## config.mk

```make
export PLATFORM = sky130hd
export DESIGN_NAME = coil_bank
export DESIGN_NICKNAME = d
export VERILOG_FILES = /design/src/inc/coil_bank_pkg.sv /design/src/rtl/comm_error_flags.sv /design/src/rtl/coil_read_mux.sv /design/src/rtl/coil_bank.sv
export VERILOG_INCLUDE_DIRS = /design/src /design/src/inc
export SDC_FILE = /design/constraint.sdc
export NUM_CORES = 1
export LEC_CHECK = 0
export BUFFER_PORTS_ARGS = -buffer_cell sky130_fd_sc_hd__buf_2
export CORE_MARGIN = 2
export CORE_UTILIZATION = 25
export CTS_CLUSTER_DIAMETER = 80
export DETAILED_ROUTE_END_ITERATION = 6
export PLACE_DENSITY_LB_ADDON = 0.08
export SETUP_SLACK_MARGIN = 0.02
export SYNTH_ARGS = -nofsm -noshare
export SYNTH_HDL_FRONTEND = slang
export SYNTH_SLANG_ARGS = --single-unit
```

## constraint.sdc

```tcl
create_clock -name mclk -period 3.3 [get_ports mclk]
set_clock_uncertainty 0.15 [all_clocks]
set_input_delay 0.99 -clock mclk [delete_from_list [all_inputs] [get_ports mclk]]
set_output_delay 0.99 -clock mclk [all_outputs]
set_load 0.005 [all_outputs]
```

## src/inc/coil_bank_consts.svh

```systemverilog
`ifndef COIL_BANK_CONSTS_SVH
`define COIL_BANK_CONSTS_SVH

// function codes served by the bank
`define FUNC_READ_COILS   8'h01
`define FUNC_WRITE_COIL   8'h05
`define FUNC_WRITE_REG    8'h06

// exception codes
`define EXC_NONE          8'h00
`define EXC_FUNC          8'h01
`define EXC_ADDR          8'h02
`define EXC_DATA          8'h03
`define EXC_BUSY          8'h22

// single-coil write values and read quantity
`define COIL_ON_VALUE     16'hFF00
`define COIL_OFF_VALUE    16'h0000
`define READ_QUANTITY     16'h0001

// wire address is one below the listed number
`define ADDR_TO_NUMBER    16'h0001

// writable coils
`define COIL_RUN          16'h0001
`define COIL_REVERSE      16'h0002
`define COIL_EXT_TRIP     16'h0003
`define COIL_TRIP_RESET   16'h0004
`define COIL_VIN_FIRST    16'h0007
`define COIL_VIN_LAST     16'h000B

// read-only coils
`define COIL_RUN_STATE    16'h000F
`define COIL_DIR_STATE    16'h0010
`define COIL_READY_A      16'h0011
`define COIL_RUNNING      16'h0013
`define COIL_SPEED_REACH  16'h0014
`define COIL_OVERREACH    16'h0015
`define COIL_OVERLOAD     16'h0016
`define COIL_DEVIATION    16'h0017
`define COIL_ALARM        16'h0018
`define COIL_SET_REACH    16'h0019
`define COIL_UNDERVOLT    16'h001C
`define COIL_RUNTIME      16'h001E
`define COIL_POWERON      16'h001F
`define COIL_THERMAL      16'h0020
`define COIL_ZERO_HZ      16'h0028
`define COIL_ANALOG_DISC  16'h002E
`define COIL_START_CONT   16'h003C
`define COIL_HEATSINK     16'h003D
`define COIL_LOW_CURRENT  16'h003E
`define COIL_READY_B      16'h0045
`define COIL_FWD_RUN      16'h0046
`define COIL_REV_RUN      16'h0047
`define COIL_MAJOR_FAIL   16'h0048
`define COIL_ERR_CRC      16'h004A
`define COIL_ERR_OVERRUN  16'h004B
`define COIL_ERR_FRAMING  16'h004C
`define COIL_ERR_PARITY   16'h004D
`define COIL_WINDOW_CMP   16'h0050
`define COIL_FREQ_PANEL   16'h0054
`define COIL_RUN_PANEL    16'h0055
`define COIL_SECOND_MOTOR 16'h0056

// holding register for the recalculation trigger
`define REG_RECALC        16'h0900
`define RECALC_VALUE      16'h0000

// settings
`define RUN_SRC_COMM      8'h03
`define RESET_SEL_TRIP    8'h02

`endif

```

## src/inc/coil_bank_pkg.sv

```systemverilog
package coil_bank_pkg;

  // one decoded request from the frame handler
  typedef struct packed {
    logic [7:0]  func;
    logic [15:0] addr;
    logic [15:0] data;
  } request_type;

  // answer to the frame handler
  typedef struct packed {
    logic       ok;
    logic [7:0] exc_code;
    logic       rbit;
  } answer_type;

  // writable coil bank
  typedef struct packed {
    logic       run;
    logic       reverse;
    logic       external_trip_coil;
    logic       trip_reset_coil;
    logic [4:0] vin;
  } coils_type;

  // sticky communication error flags
  typedef struct packed {
    logic crc;
    logic overrun;
    logic framing;
    logic parity;
  } comm_error_type;

  // live device status shown on read-only coils
  typedef struct packed {
    logic run_state;
    logic direction_monitor;
    logic inverter_ready_flag;
    logic running;
    logic speed_reached_flag;
    logic freq_overreach_flag;
    logic overload_notice_flag;
    logic pid_deviation_flag;
    logic alarm_flag;
    logic set_freq_reached_flag;
    logic undervoltage_flag;
    logic runtime_over_flag;
    logic poweron_time_over_flag;
    logic thermal_alarm_flag;
    logic zero_hz_flag;
    logic analog_disconnect_flag;
    logic start_contact_flag;
    logic heatsink_overheat_flag;
    logic low_current_flag;
    logic forward_running_flag;
    logic reverse_running_flag;
    logic major_failure_flag;
    logic window_compare_flag;
    logic freq_source_panel_flag;
    logic run_source_panel_flag;
    logic second_motor_flag;
  } device_status_type;

  // kind of access requested
  typedef enum logic [1:0] {
    ACC_READ,
    ACC_WRITE_COIL,
    ACC_WRITE_REG,
    ACC_BAD
  } access_type;

endpackage

```

## src/rtl/comm_error_flags.sv

```systemverilog
`timescale 1ns/1ps
`include "coil_bank_consts.svh"

// sticky error flags; a detection in the clearing cycle is kept
module comm_error_flags (
  input  wire logic                        mclk,
  input  wire logic                        rst_n,
  input  wire logic                        ce,
  input  wire coil_bank_pkg::comm_error_type detect,
  input  wire logic                        clear,
  output coil_bank_pkg::comm_error_type    flags
);

  coil_bank_pkg::comm_error_type flags_q;
  coil_bank_pkg::comm_error_type flags_d;

  // set wins over clear
  assign flags_d = detect | (clear ? '0 : flags_q);

  // flag register
  always_ff @(posedge mclk or negedge rst_n) begin
    if (!rst_n) begin
      flags_q <= '0;
    end else if (ce) begin
      flags_q <= flags_d;
    end
  end

  assign flags = flags_q;

endmodule

```

## src/rtl/coil_read_mux.sv

```systemverilog
`timescale 1ns/1ps
`include "coil_bank_consts.svh"

// coil number to bit lookup; flags which numbers exist and which are writable
module coil_read_mux (
  input  wire logic [15:0]                     num,
  input  wire coil_bank_pkg::device_status_type st,
  input  wire coil_bank_pkg::comm_error_type    err,
  input  wire coil_bank_pkg::coils_type         coils,
  output logic                                 hit,
  output logic                                 rbit,
  output logic                                 writable
);

  // returns {hit, bit}
  function automatic logic [1:0] lookup(input logic [15:0] n,
                                        input coil_bank_pkg::device_status_type s,
                                        input coil_bank_pkg::comm_error_type e,
                                        input coil_bank_pkg::coils_type c);
    logic [15:0] vi;
    vi = 16'(n - `COIL_VIN_FIRST);
    case (n)
      `COIL_RUN:          lookup = {1'b1, c.run};
      `COIL_REVERSE:      lookup = {1'b1, c.reverse};
      `COIL_EXT_TRIP:     lookup = {1'b1, c.external_trip_coil};
      `COIL_TRIP_RESET:   lookup = {1'b1, c.trip_reset_coil};
      16'h0007, 16'h0008, 16'h0009, 16'h000A, 16'h000B:
                          lookup = {1'b1, c.vin[vi[2:0]]};
      `COIL_RUN_STATE:    lookup = {1'b1, s.run_state};
      `COIL_DIR_STATE:    lookup = {1'b1, s.direction_monitor};
      `COIL_READY_A,
      `COIL_READY_B:      lookup = {1'b1, s.inverter_ready_flag};
      `COIL_RUNNING:      lookup = {1'b1, s.running};
      `COIL_SPEED_REACH:  lookup = {1'b1, s.speed_reached_flag};
      `COIL_OVERREACH:    lookup = {1'b1, s.freq_overreach_flag};
      `COIL_OVERLOAD:     lookup = {1'b1, s.overload_notice_flag};
      `COIL_DEVIATION:    lookup = {1'b1, s.pid_deviation_flag};
      `COIL_ALARM:        lookup = {1'b1, s.alarm_flag};
      `COIL_SET_REACH:    lookup = {1'b1, s.set_freq_reached_flag};
      `COIL_UNDERVOLT:    lookup = {1'b1, s.undervoltage_flag};
      `COIL_RUNTIME:      lookup = {1'b1, s.runtime_over_flag};
      `COIL_POWERON:      lookup = {1'b1, s.poweron_time_over_flag};
      `COIL_THERMAL:      lookup = {1'b1, s.thermal_alarm_flag};
      `COIL_ZERO_HZ:      lookup = {1'b1, s.zero_hz_flag};
      `COIL_ANALOG_DISC:  lookup = {1'b1, s.analog_disconnect_flag};
      `COIL_START_CONT:   lookup = {1'b1, s.start_contact_flag};
      `COIL_HEATSINK:     lookup = {1'b1, s.heatsink_overheat_flag};
      `COIL_LOW_CURRENT:  lookup = {1'b1, s.low_current_flag};
      `COIL_FWD_RUN:      lookup = {1'b1, s.forward_running_flag};
      `COIL_REV_RUN:      lookup = {1'b1, s.reverse_running_flag};
      `COIL_MAJOR_FAIL:   lookup = {1'b1, s.major_failure_flag};
      `COIL_ERR_CRC:      lookup = {1'b1, e.crc};
      `COIL_ERR_OVERRUN:  lookup = {1'b1, e.overrun};
      `COIL_ERR_FRAMING:  lookup = {1'b1, e.framing};
      `COIL_ERR_PARITY:   lookup = {1'b1, e.parity};
      `COIL_WINDOW_CMP:   lookup = {1'b1, s.window_compare_flag};
      `COIL_FREQ_PANEL:   lookup = {1'b1, s.freq_source_panel_flag};
      `COIL_RUN_PANEL:    lookup = {1'b1, s.run_source_panel_flag};
      `COIL_SECOND_MOTOR: lookup = {1'b1, s.second_motor_flag};
      default:            lookup = 2'h0; // reserved numbers, 0000h among them
    endcase
  endfunction

  wire logic [1:0] found;

  // lookup and writable range
  assign found    = lookup(num, st, err, coils);
  assign hit      = found[1];
  assign rbit     = found[0];
  assign writable = (num >= `COIL_RUN && num <= `COIL_TRIP_RESET) ||
                    (num >= `COIL_VIN_FIRST && num <= `COIL_VIN_LAST);

endmodule

```

## src/rtl/coil_bank.sv

```systemverilog
`timescale 1ns/1ps
`include "coil_bank_consts.svh"

module coil_bank #(
  parameter int NUM_VIN = 5
) (
  input  wire logic                            mclk,
  input  wire logic                            rst_n,
  input  wire logic                            ce,
  input  wire logic                            req_valid,
  input  wire coil_bank_pkg::request_type      req,
  input  wire coil_bank_pkg::device_status_type status,
  input  wire logic                            tripped,
  input  wire logic [NUM_VIN-1:0]              phys_terminals,
  input  wire logic                            reset_terminal,
  input  wire logic                            trip_event,
  input  wire coil_bank_pkg::comm_error_type    err_detect,
  input  wire logic [7:0]                      run_command_source_setting,
  input  wire logic [7:0]                      reset_selection_setting,
  output logic                                 rsp_valid,
  output coil_bank_pkg::answer_type            rsp,
  output logic                                 run_cmd,
  output logic                                 reverse_cmd,
  output logic                                 external_trip_req,
  output logic                                 reset_cmd,
  output logic [NUM_VIN-1:0]                   terminal_active,
  output logic [NUM_VIN-1:0]                   input_terminal_monitor,
  output logic                                 recalc_strobe,
  output coil_bank_pkg::comm_error_type        comm_errors
);

  coil_bank_pkg::coils_type  coils_q;
  coil_bank_pkg::coils_type  coils_d;
  coil_bank_pkg::answer_type rsp_q;
  coil_bank_pkg::answer_type rsp_d;
  logic                      rsp_valid_q;
  logic                      run_cmd_q;
  logic                      reverse_cmd_q;
  logic                      ext_trip_q;
  logic                      reset_cmd_q;
  logic [NUM_VIN-1:0]        active_q;
  logic [NUM_VIN-1:0]        monitor_q;
  logic                      recalc_q;

  wire logic [15:0]              item_num;
  wire coil_bank_pkg::access_type kind;
  wire logic                     read_hit;
  wire logic                     read_bit;
  wire logic                     writable;
  wire logic                     wval_ok;
  wire logic                     wval;
  wire logic [7:0]               exc_d;
  wire logic                     take;
  wire logic                     accept;
  wire logic                     coil_wr;
  wire logic                     recalc_d;
  wire logic                     reset_cmd_d;
  wire logic                     keep_on_reset;
  wire logic                     coil_clear;
  wire logic                     err_clear;
  wire logic                     comm_src;
  wire coil_bank_pkg::comm_error_type err_flags;

  // sets one writable coil to a value
  function automatic coil_bank_pkg::coils_type set_coil(input coil_bank_pkg::coils_type c,
                                                        input logic [15:0] n,
                                                        input logic v);
    coil_bank_pkg::coils_type r;
    logic [15:0]              vi;
    r  = c;
    vi = 16'(n - `COIL_VIN_FIRST);
    if (n == `COIL_RUN) begin
      r.run = v;
    end else if (n == `COIL_REVERSE) begin
      r.reverse = v;
    end else if (n == `COIL_EXT_TRIP) begin
      r.external_trip_coil = v;
    end else if (n == `COIL_TRIP_RESET) begin
      r.trip_reset_coil = v;
    end else begin
      r.vin[vi[2:0]] = v;
    end
    return r;
  endfunction

  // wire address to listed number
  assign item_num = 16'(req.addr + `ADDR_TO_NUMBER);

  // access kind from the function code
  assign kind = (req.func == `FUNC_READ_COILS) ? coil_bank_pkg::ACC_READ :
                (req.func == `FUNC_WRITE_COIL) ? coil_bank_pkg::ACC_WRITE_COIL :
                (req.func == `FUNC_WRITE_REG)  ? coil_bank_pkg::ACC_WRITE_REG :
                                                 coil_bank_pkg::ACC_BAD;

  // coil lookup, reads of all status coils
  coil_read_mux u_mux (
    .num      (item_num),
    .st       (status),
    .err      (err_flags),
    .coils    (coils_q),
    .hit      (read_hit),
    .rbit     (read_bit),
    .writable (writable)
  );

  // single-coil write value must be FF00h or 0000h
  assign wval_ok = (req.data == `COIL_ON_VALUE) || (req.data == `COIL_OFF_VALUE);
  assign wval    = (req.data == `COIL_ON_VALUE);

  // exception selection; only the recalculation register is writable, no store register
  assign exc_d =
    (kind == coil_bank_pkg::ACC_BAD) ? `EXC_FUNC :
    (kind == coil_bank_pkg::ACC_READ) ?
      (!read_hit ? `EXC_ADDR : (req.data != `READ_QUANTITY) ? `EXC_DATA : `EXC_NONE) :
    (kind == coil_bank_pkg::ACC_WRITE_COIL) ?
      (!writable ? `EXC_ADDR : !wval_ok ? `EXC_DATA : `EXC_NONE) :
    tripped ? `EXC_BUSY :
    (item_num != `REG_RECALC) ? `EXC_ADDR :
    (req.data != `RECALC_VALUE) ? `EXC_DATA :
    (status.running || status.undervoltage_flag) ? `EXC_BUSY :
    `EXC_NONE;

  // accepted requests and their effects
  assign take        = req_valid && ce;
  assign accept      = take && (exc_d == `EXC_NONE);
  assign coil_wr     = accept && (kind == coil_bank_pkg::ACC_WRITE_COIL);
  assign recalc_d    = accept && (kind == coil_bank_pkg::ACC_WRITE_REG);
  assign reset_cmd_d = reset_terminal ||
                       (coil_wr && item_num == `COIL_TRIP_RESET && wval);

  // reset input clears the coils unless the selection keeps them; reset beats a write
  assign keep_on_reset = (reset_selection_setting == `RESET_SEL_TRIP);
  assign coil_clear    = reset_terminal && !keep_on_reset;
  assign coils_d = coil_clear ? '0 :
                   coil_wr    ? set_coil(coils_q, item_num, wval) : coils_q;

  // error flags clear on reset command, or only on trip under selection 02
  assign err_clear = keep_on_reset ? trip_event : reset_cmd_d;

  comm_error_flags u_err (
    .mclk   (mclk),
    .rst_n  (rst_n),
    .ce     (ce),
    .detect (err_detect),
    .clear  (err_clear),
    .flags  (err_flags)
  );

  // answer word
  assign rsp_d.ok       = (exc_d == `EXC_NONE);
  assign rsp_d.exc_code = exc_d;
  assign rsp_d.rbit     = (kind == coil_bank_pkg::ACC_READ) && read_hit && read_bit;

  // communication owns run and direction only with source setting 03
  assign comm_src = (run_command_source_setting == `RUN_SRC_COMM);

  // coil bank and answer registers
  always_ff @(posedge mclk or negedge rst_n) begin
    if (!rst_n) begin
      coils_q     <= '0;
      rsp_q       <= '0;
      rsp_valid_q <= 1'b0;
    end else if (ce) begin
      coils_q     <= coils_d;
      rsp_q       <= take ? rsp_d : rsp_q;
      rsp_valid_q <= take;
    end
  end

  // command outputs
  always_ff @(posedge mclk or negedge rst_n) begin
    if (!rst_n) begin
      run_cmd_q     <= 1'b0;
      reverse_cmd_q <= 1'b0;
      ext_trip_q    <= 1'b0;
      reset_cmd_q   <= 1'b0;
      recalc_q      <= 1'b0;
    end else if (ce) begin
      run_cmd_q     <= coils_d.run && comm_src;
      reverse_cmd_q <= coils_d.reverse && comm_src;
      ext_trip_q    <= coils_d.external_trip_coil;
      reset_cmd_q   <= reset_cmd_d;
      recalc_q      <= recalc_d;
    end
  end

  // terminal function and monitor
  always_ff @(posedge mclk or negedge rst_n) begin
    if (!rst_n) begin
      active_q  <= '0;
      monitor_q <= '0;
    end else if (ce) begin
      active_q  <= phys_terminals | coils_d.vin[NUM_VIN-1:0];
      monitor_q <= phys_terminals;
    end
  end

  assign rsp_valid              = rsp_valid_q;
  assign rsp                    = rsp_q;
  assign run_cmd                = run_cmd_q;
  assign reverse_cmd            = reverse_cmd_q;
  assign external_trip_req      = ext_trip_q;
  assign reset_cmd              = reset_cmd_q;
  assign terminal_active        = active_q;
  assign input_terminal_monitor = monitor_q;
  assign recalc_strobe          = recalc_q;
  assign comm_errors            = err_flags;
endmodule

```

; Yosys cells after proc, flatten, opt, wreduce, memory -nomap -nowiden
; Cells that the tools add are included.
; W data, S select, Z words.
[totals]
output_inout_bits = 30
ff_bits = 38
[op_classes]
reduce_logical = 31
mux = 32
add_sub_neg = 2
bitwise_logic = 2
order_cmp = 6
n_eq_ne = 54
[ops]
columns = operator, n
row1 = $eq A16 B5 Y1 const B, 12
row2 = $eq A16 B7 Y1 const B, 12
row3 = $eq A16 B6 Y1 const B, 6
row4 = $eq A16 B4 Y1 const B, 5
row5 = $pmux W2 S35, 1
row6 = $mux W6, 8
row7 = $eq A16 B2 Y1 const B, 2
row8 = $eq A16 B3 Y1 const B, 2
row9 = $mux W9, 2
row10 = $add A16 B1 Y16 const B, 1
row11 = $eq A16 B1 Y1 const B, 1
row12 = $eq A16 B16 Y1 const B, 1
row13 = $eq A8 B2 Y1 const B, 2
row14 = $eq A8 B3 Y1 const B, 2
row15 = $ge A16 B1 Y1 const B, 1
row16 = $ge A16 B3 Y1 const B, 1
row17 = $le A16 B3 Y1 const B, 1
row18 = $le A16 B4 Y1 const B, 1
row19 = $logic_not A16 Y1, 1
row20 = $ne A16 B1 Y1 const B, 1
row21 = $ne A16 B12 Y1 const B, 1
row22 = $reduce_bool A16 Y1, 1
row23 = $logic_and A1 B1 Y1, 14
row24 = $mux W2, 6
row25 = other kinds (27), 42

; Logic depth before layout (Yosys ltp)
[depth]
ltp_word = 17
depth_mapped = 12

; Hierarchy
; From an unflattened synthesis, not the netlist that was laid out.
[hier_totals]
cells_unflattened = 402
hier_area_um2 = 3278.1
[by_module_without_submodules]
columns = mod, area_per_inst_um2, seq_area_each_um2, cells_per_inst, instances
row1 = coil_bank, 2299.7, 725.7, 267, 1
row2 = coil_read_mux, 837.1, 0.0, 126, 1
row3 = comm_error_flags, 141.4, 100.1, 9, 1

; Worst setup path before layout
; No wires, ideal clock.
[synth_path]
path_type = in2reg
startpoint = input req[37] (netlist name)
endpoint = register reverse_cmd_q, in the netlist reverse_cmd
t_required_ns = 3.019
t_arrival_ns = 3.269
stages = 9
path_buffers = 1
setup_time_ns = 0.131
setup_slack_ns = -0.250
path_cell_list = or4_4 > or3_4 > nor2_2 > mux2i_1 > o41a_1 > a22oi_2 > buf_6 > nor2_1 > or3_1
[synth_between]
elab_chain_len = 14
[synth_lines]
columns = element, line_no
row1 = from (decl), coil_bank.sv:11  ; input wire coil_bank_pkg::request_type req,
row2 = $eq A8 B3 Y1 (no source line), n/a
row3 = $mux W1, coil_bank.sv:92  ; (req.func == `FUNC_WRITE_REG) ? coil_bank_pkg::ACC_WRITE_REG :
row4 = $mux W2, coil_bank.sv:91  ; (req.func == `FUNC_WRITE_COIL) ? coil_bank_pkg::ACC_WRITE_COIL :
row5 = $mux W2 (*), coil_bank.sv:90  ; assign kind = (req.func == `FUNC_READ_COILS) ? coil_bank_pkg::ACC_READ :
row6 = $eq A2 B1 Y1, "coil_bank.sv:115, coil_bank.sv:126"
row7 = $mux W6 (no source line) (3 in a row), n/a
row8 = $logic_not A8 Y1 (no source line), n/a
row9 = $logic_and A1 B1 Y1, coil_bank.sv:125  ; assign accept = take && (exc_d == `EXC_NONE);
row10 = $logic_and A1 B1 Y1 (*), coil_bank.sv:126  ; assign coil_wr = accept && (kind == coil_bank_pkg::ACC_WRITE_COIL);
row11 = $mux W9 (*), coil_bank.sv:135  ; coil_wr ? set_coil(coils_q, item_num, wval) : coils_q;
row12 = $mux W9 (*), coil_bank.sv:134  ; assign coils_d = coil_clear ? '0 :
row13 = $logic_and A1 B1 Y1 (*), coil_bank.sv:180  ; reverse_cmd_q <= coils_d.reverse && comm_src;
row14 = to (signal assigned), coil_bank.sv:180
row15 = to (decl), coil_bank.sv:38  ; logic reverse_cmd_q;
; Mark *: on every way between the ends. The rest lies on a longest branch, timed or not. The select of a mux whose other input is x is not followed.
; A chain may end at the register's enable or synchronous reset.

; Worst setup path after layout
[layout_path]
startpoint = input req[37] (netlist name)
endpoint = register active_q[0], in the netlist terminal_active[0]
[layout_between]
elab_chain_len = 14
[layout_lines]
columns = element, line_no
row1 = $eq A8 B3 Y1 (no source line), n/a
row2 = $mux W1, coil_bank.sv:92
row3 = $mux W2, coil_bank.sv:91
row4 = $mux W2 (*), coil_bank.sv:90
row5 = $eq A2 B1 Y1, "coil_bank.sv:115, coil_bank.sv:126"
row6 = $mux W6 (no source line) (3 in a row), n/a
row7 = $logic_not A8 Y1 (no source line), n/a
row8 = $logic_and A1 B1 Y1, coil_bank.sv:125
row9 = $logic_and A1 B1 Y1 (*), coil_bank.sv:126
row10 = $mux W9 (*), coil_bank.sv:135
row11 = $mux W9 (*), coil_bank.sv:134
row12 = $or A5 B5 Y5 (*), coil_bank.sv:193  ; active_q <= phys_terminals | coils_d.vin[NUM_VIN-1:0];
row13 = to (signal assigned), coil_bank.sv:193
row14 = to (decl), coil_bank.sv:41  ; logic [NUM_VIN-1:0] active_q;
; Marked as above.

==> flow_metrics.env <==
export IMPL_cp_start_kind="primary input"
export IMPL_drc=0
export IMPL_netlist_cell_type_count=64
export IMPL_cts_tree="built"
export IMPL_status="finished with violations"
export IMPL_synth_edf_count=0
export IMPL_antenna_found_initial=0
export IMPL_cp_depth=11
export IMPL_final_cell_mix="buf_2, buf_4, nand2_1"
export IMPL_clkSinkCount=33
export IMPL_setup_viol=11
export IMPL_cp_data_arrival_time_ns=3.43
export IMPL_syn_inst=409
export IMPL_nets=735
export IMPL_layout_drive_gt1_share_pct=48.0
export IMPL_crit_chain="buf_6, or4_4, or3_4, nor2_4, mux2i_2, o41a_1, a22oi_2, buf_4, buf_6, or4_4, nand2_1"
export IMPL_failed_checks="negative setup slack"
export IMPL_maxSlewViolCount=0
export IMPL_crit_type="primary input to flip-flop"
export IMPL_dr_pass1_iters=4
export IMPL_rr_worst_depth=5
export IMPL_die_h_um=116
export IMPL_cellPowerDensity_nw_per_um2=244
export IMPL_hp_class="flip-flop to flip-flop"
export IMPL_dp_hpwl_um=10200
export IMPL_die_area_um2=13400
export IMPL_path_clk_slew_ns=0.05
export IMPL_cts_root_buf="clkbuf_16"
export IMPL_synthArstFlopShare_pct=100
export IMPL_leakagePower_nw=2.37
export IMPL_layout_min_cycle_time_ns=3.42
export IMPL_wl_um=13200
export IMPL_setup_ws_ns=-0.122
export IMPL_io_pins=128
export IMPL_clk_latency_ns=0.28
export IMPL_cpPeakStageDelay_ns=0.58
export IMPL_ctsLongestPathBuffers=2
export IMPL_dp_slack_ns=-0.515
export IMPL_numCtsBuffers=5
export IMPL_cp_required_ns=3.31
export IMPL_relSlewSlack_pct=46.9
export IMPL_wl_per_cell_um=16.3
export IMPL_port_buffers=122
export IMPL_num_vias=4049
export IMPL_ys_seq_area_share_pct=26.5
export IMPL_final_common_cell="buf_2"
export IMPL_synth_top_area_share_pct=26.5
export IMPL_grt_start_max_net_pins=34
export IMPL_cap_violations=0
export IMPL_yosys_area_top_type="dfrtp_1"
export IMPL_vdd_drop_max_mv=0.171
export IMPL_vias_per_cell=5.02
export IMPL_grt_pass1_wl_um=20700
export IMPL_start_util_pct=25.8
export IMPL_drtIter0Drc=322
export IMPL_antenna_diode_count=0
export IMPL_globalRoute_totalOverflow=0
export IMPL_hold_viol_final=0
export IMPL_finalCritPeriodShare_pct=104
export IMPL_critPathBufInv=3
export IMPL_avgSynthCellArea_um2=7.61
export IMPL_antenna_left=0
export IMPL_holdPathStages=2
export IMPL_rsz0062_at_grt="yes"
export IMPL_synthTopCellsByArea="dfrtp_1, nand2_1, mux2i_1"
export IMPL_synth_top_flop_cell="dfrtp_1"
export IMPL_syn_area_um2=3110
export IMPL_whs_ns=0.329
export IMPL_reg2reg_setup_slack_ns=1.41
export IMPL_critPathTopFamily="simple AND/OR/NAND/NOR gates"
export IMPL_holdBufCountCts=0
export IMPL_htree_levels=2
export IMPL_yosysWarnings=0
export IMPL_fin_total_pwr_mw=1.30
export IMPL_synth_seq_cells=33
export IMPL_worst_slew_pin_slew_ns=0.797
export IMPL_gp_congestion=0.825
export IMPL_die_x_um=116
export IMPL_fmax_mhz=292
export IMPL_rows=40
export IMPL_crit_path_max_fanout=6
export IMPL_synthToLayoutAreaGrowth_pct=71.0
export IMPL_grt_use_total_pct=19.5
export IMPL_endpoint_kind="flip-flop"
export IMPL_placeableCoreArea_um2=12100
export IMPL_grt_pass1_vias=4064
export IMPL_slowest_stage="or4_4"
-- per-stage QoR --
| stage | cell area [um^2] | instances | utilization, % | TNS (ns) |
|---|---|---|---|---|
| global route | 5320 | 806 | 44.1 | -1.86 |
| finish | 5320 | 806 | 44.1 | -0.773 |
| floorplan | 3170 | 413 | - | -0.768 |
| CTS | 5100 | 796 | 42.3 | -0.346 |
| detailed placement | 4550 | 772 | 37.7 | -9.04 |
| global placement | 4550 | 772 | 37.7 | -8.84 |
-- area by class of cell --
| type | count | area (um^2) |
|---|---|---|
| clock buffer | 7 | 153 |
| tap | 168 | 210 |
| sequential | 33 | 826 |
| multi-input combinational | 337 | 2460 |
| timing repair buffer | 245 | 1610 |
| fill | 1233 | 6740 |
| clock inverter | 1 | 5.00 |
| inverter | 15 | 56.3 |
-- kinds of logic (layout without fill, tap and decap cells) --
family / after synthesis / count (layout) / synth area share [%]
compound gates: 107 / 107 / 23.2
xor+xnor: 3 / 3 / 0.844
buf+inv: 43 / 268 / 6.27
flops: 33 / 33 / 26.5
mux: 23 / 23 / 7.71
other cells: 1 / 5 / 0.120
simple gates: 199 / 199 / 35.3
-- where the power goes --
group	switching (mW)	internal, mW	leakage [nW]
registers	0.0243	0.431	0.418
clock network	0.167	0.319	0.0799
logic	0.186	0.173	1.87
total	0.377	0.923	2.37
-- synth_stat cells, drive strengths merged, types with 2 or more instances --
cell type,number
and3b,2
nor3,13
o21ai,26
a32oi,4
a22oi,2
dfrtp,33
nand3b,9
nor4b,5
nand3,22
o211ai,9
nand4,12
a22o,3
and4,2
or3,6
buf,11
mux2i,15
nor3b,9
nor2b,8
and2,4
and3,6
a21oi,20
a311oi,2
a211oi,7
a31oi,5
o311ai,2
a211o,3
mux2,8
nand2,45
o31ai,8
or4,10
nand2b,2
o22ai,5
nor4,12
xnor2,2
clkbuf,17
inv,15
nor2,29
-- worst paths after layout --
path / from / end
max: req[37] / terminal_active[0]$_DFFE_PN0P_
min: rsp[9]$_DFFE_PN0P_ / rsp[9]$_DFFE_PN0P_
max reg2reg: u_err.flags[1]$_DFFE_PN0P_ / rsp[0]$_DFFE_PN0P_
min reg2reg: rsp[9]$_DFFE_PN0P_ / rsp[9]$_DFFE_PN0P_
max in group asynchronous: rst_n / rsp[0]$_DFFE_PN0P_
min in group asynchronous: rst_n / input_terminal_monitor[2]$_DFFE_PN0P_
-- sequential cells by signal, indices dropped and copies added (netlist names) --
| signal | count |
|---|---|
| recalc_strobe | 1 |
| external_trip_req | 1 |
| input_terminal_monitor | 5 |
| run_cmd | 1 |
| reverse_cmd | 1 |
| u_err.flags | 4 |
| reset_cmd | 1 |
| rsp | 5 |
| rsp_valid | 1 |
| coils_q | 8 |
| terminal_active | 5 |
-- metal layers --
metal  part of all wire, %  global-route usage (%)  vias up  wire (um)
met4                   2.0                    5.24        0        260
met3                   4.2                    1.99       18        546
met1                    45                    25.9     1915       5960
met2                    49                    34.0      105       6390
li1                      -                       -     2011          -
met5                     0                       0        -          0
-- timing repair --
| item | in CTS | in global routing |
|---|---|---|
| gates resized for setup | 50 | 26 |
| setup endpoints to repair | 20 | 20 |
| buffers inserted | 16 | 11 |
| hold endpoints to repair | 0 | 0 |
| pin swaps | 21 | 20 |
-- worst min-delay path, cell delays in order (launching register included) --
cell and delay, ns:
dfrtp_1 0.34, nand2_1 0.05, nand2_1 0.06
No activity file was read; power rests on OpenSTA's default activity.
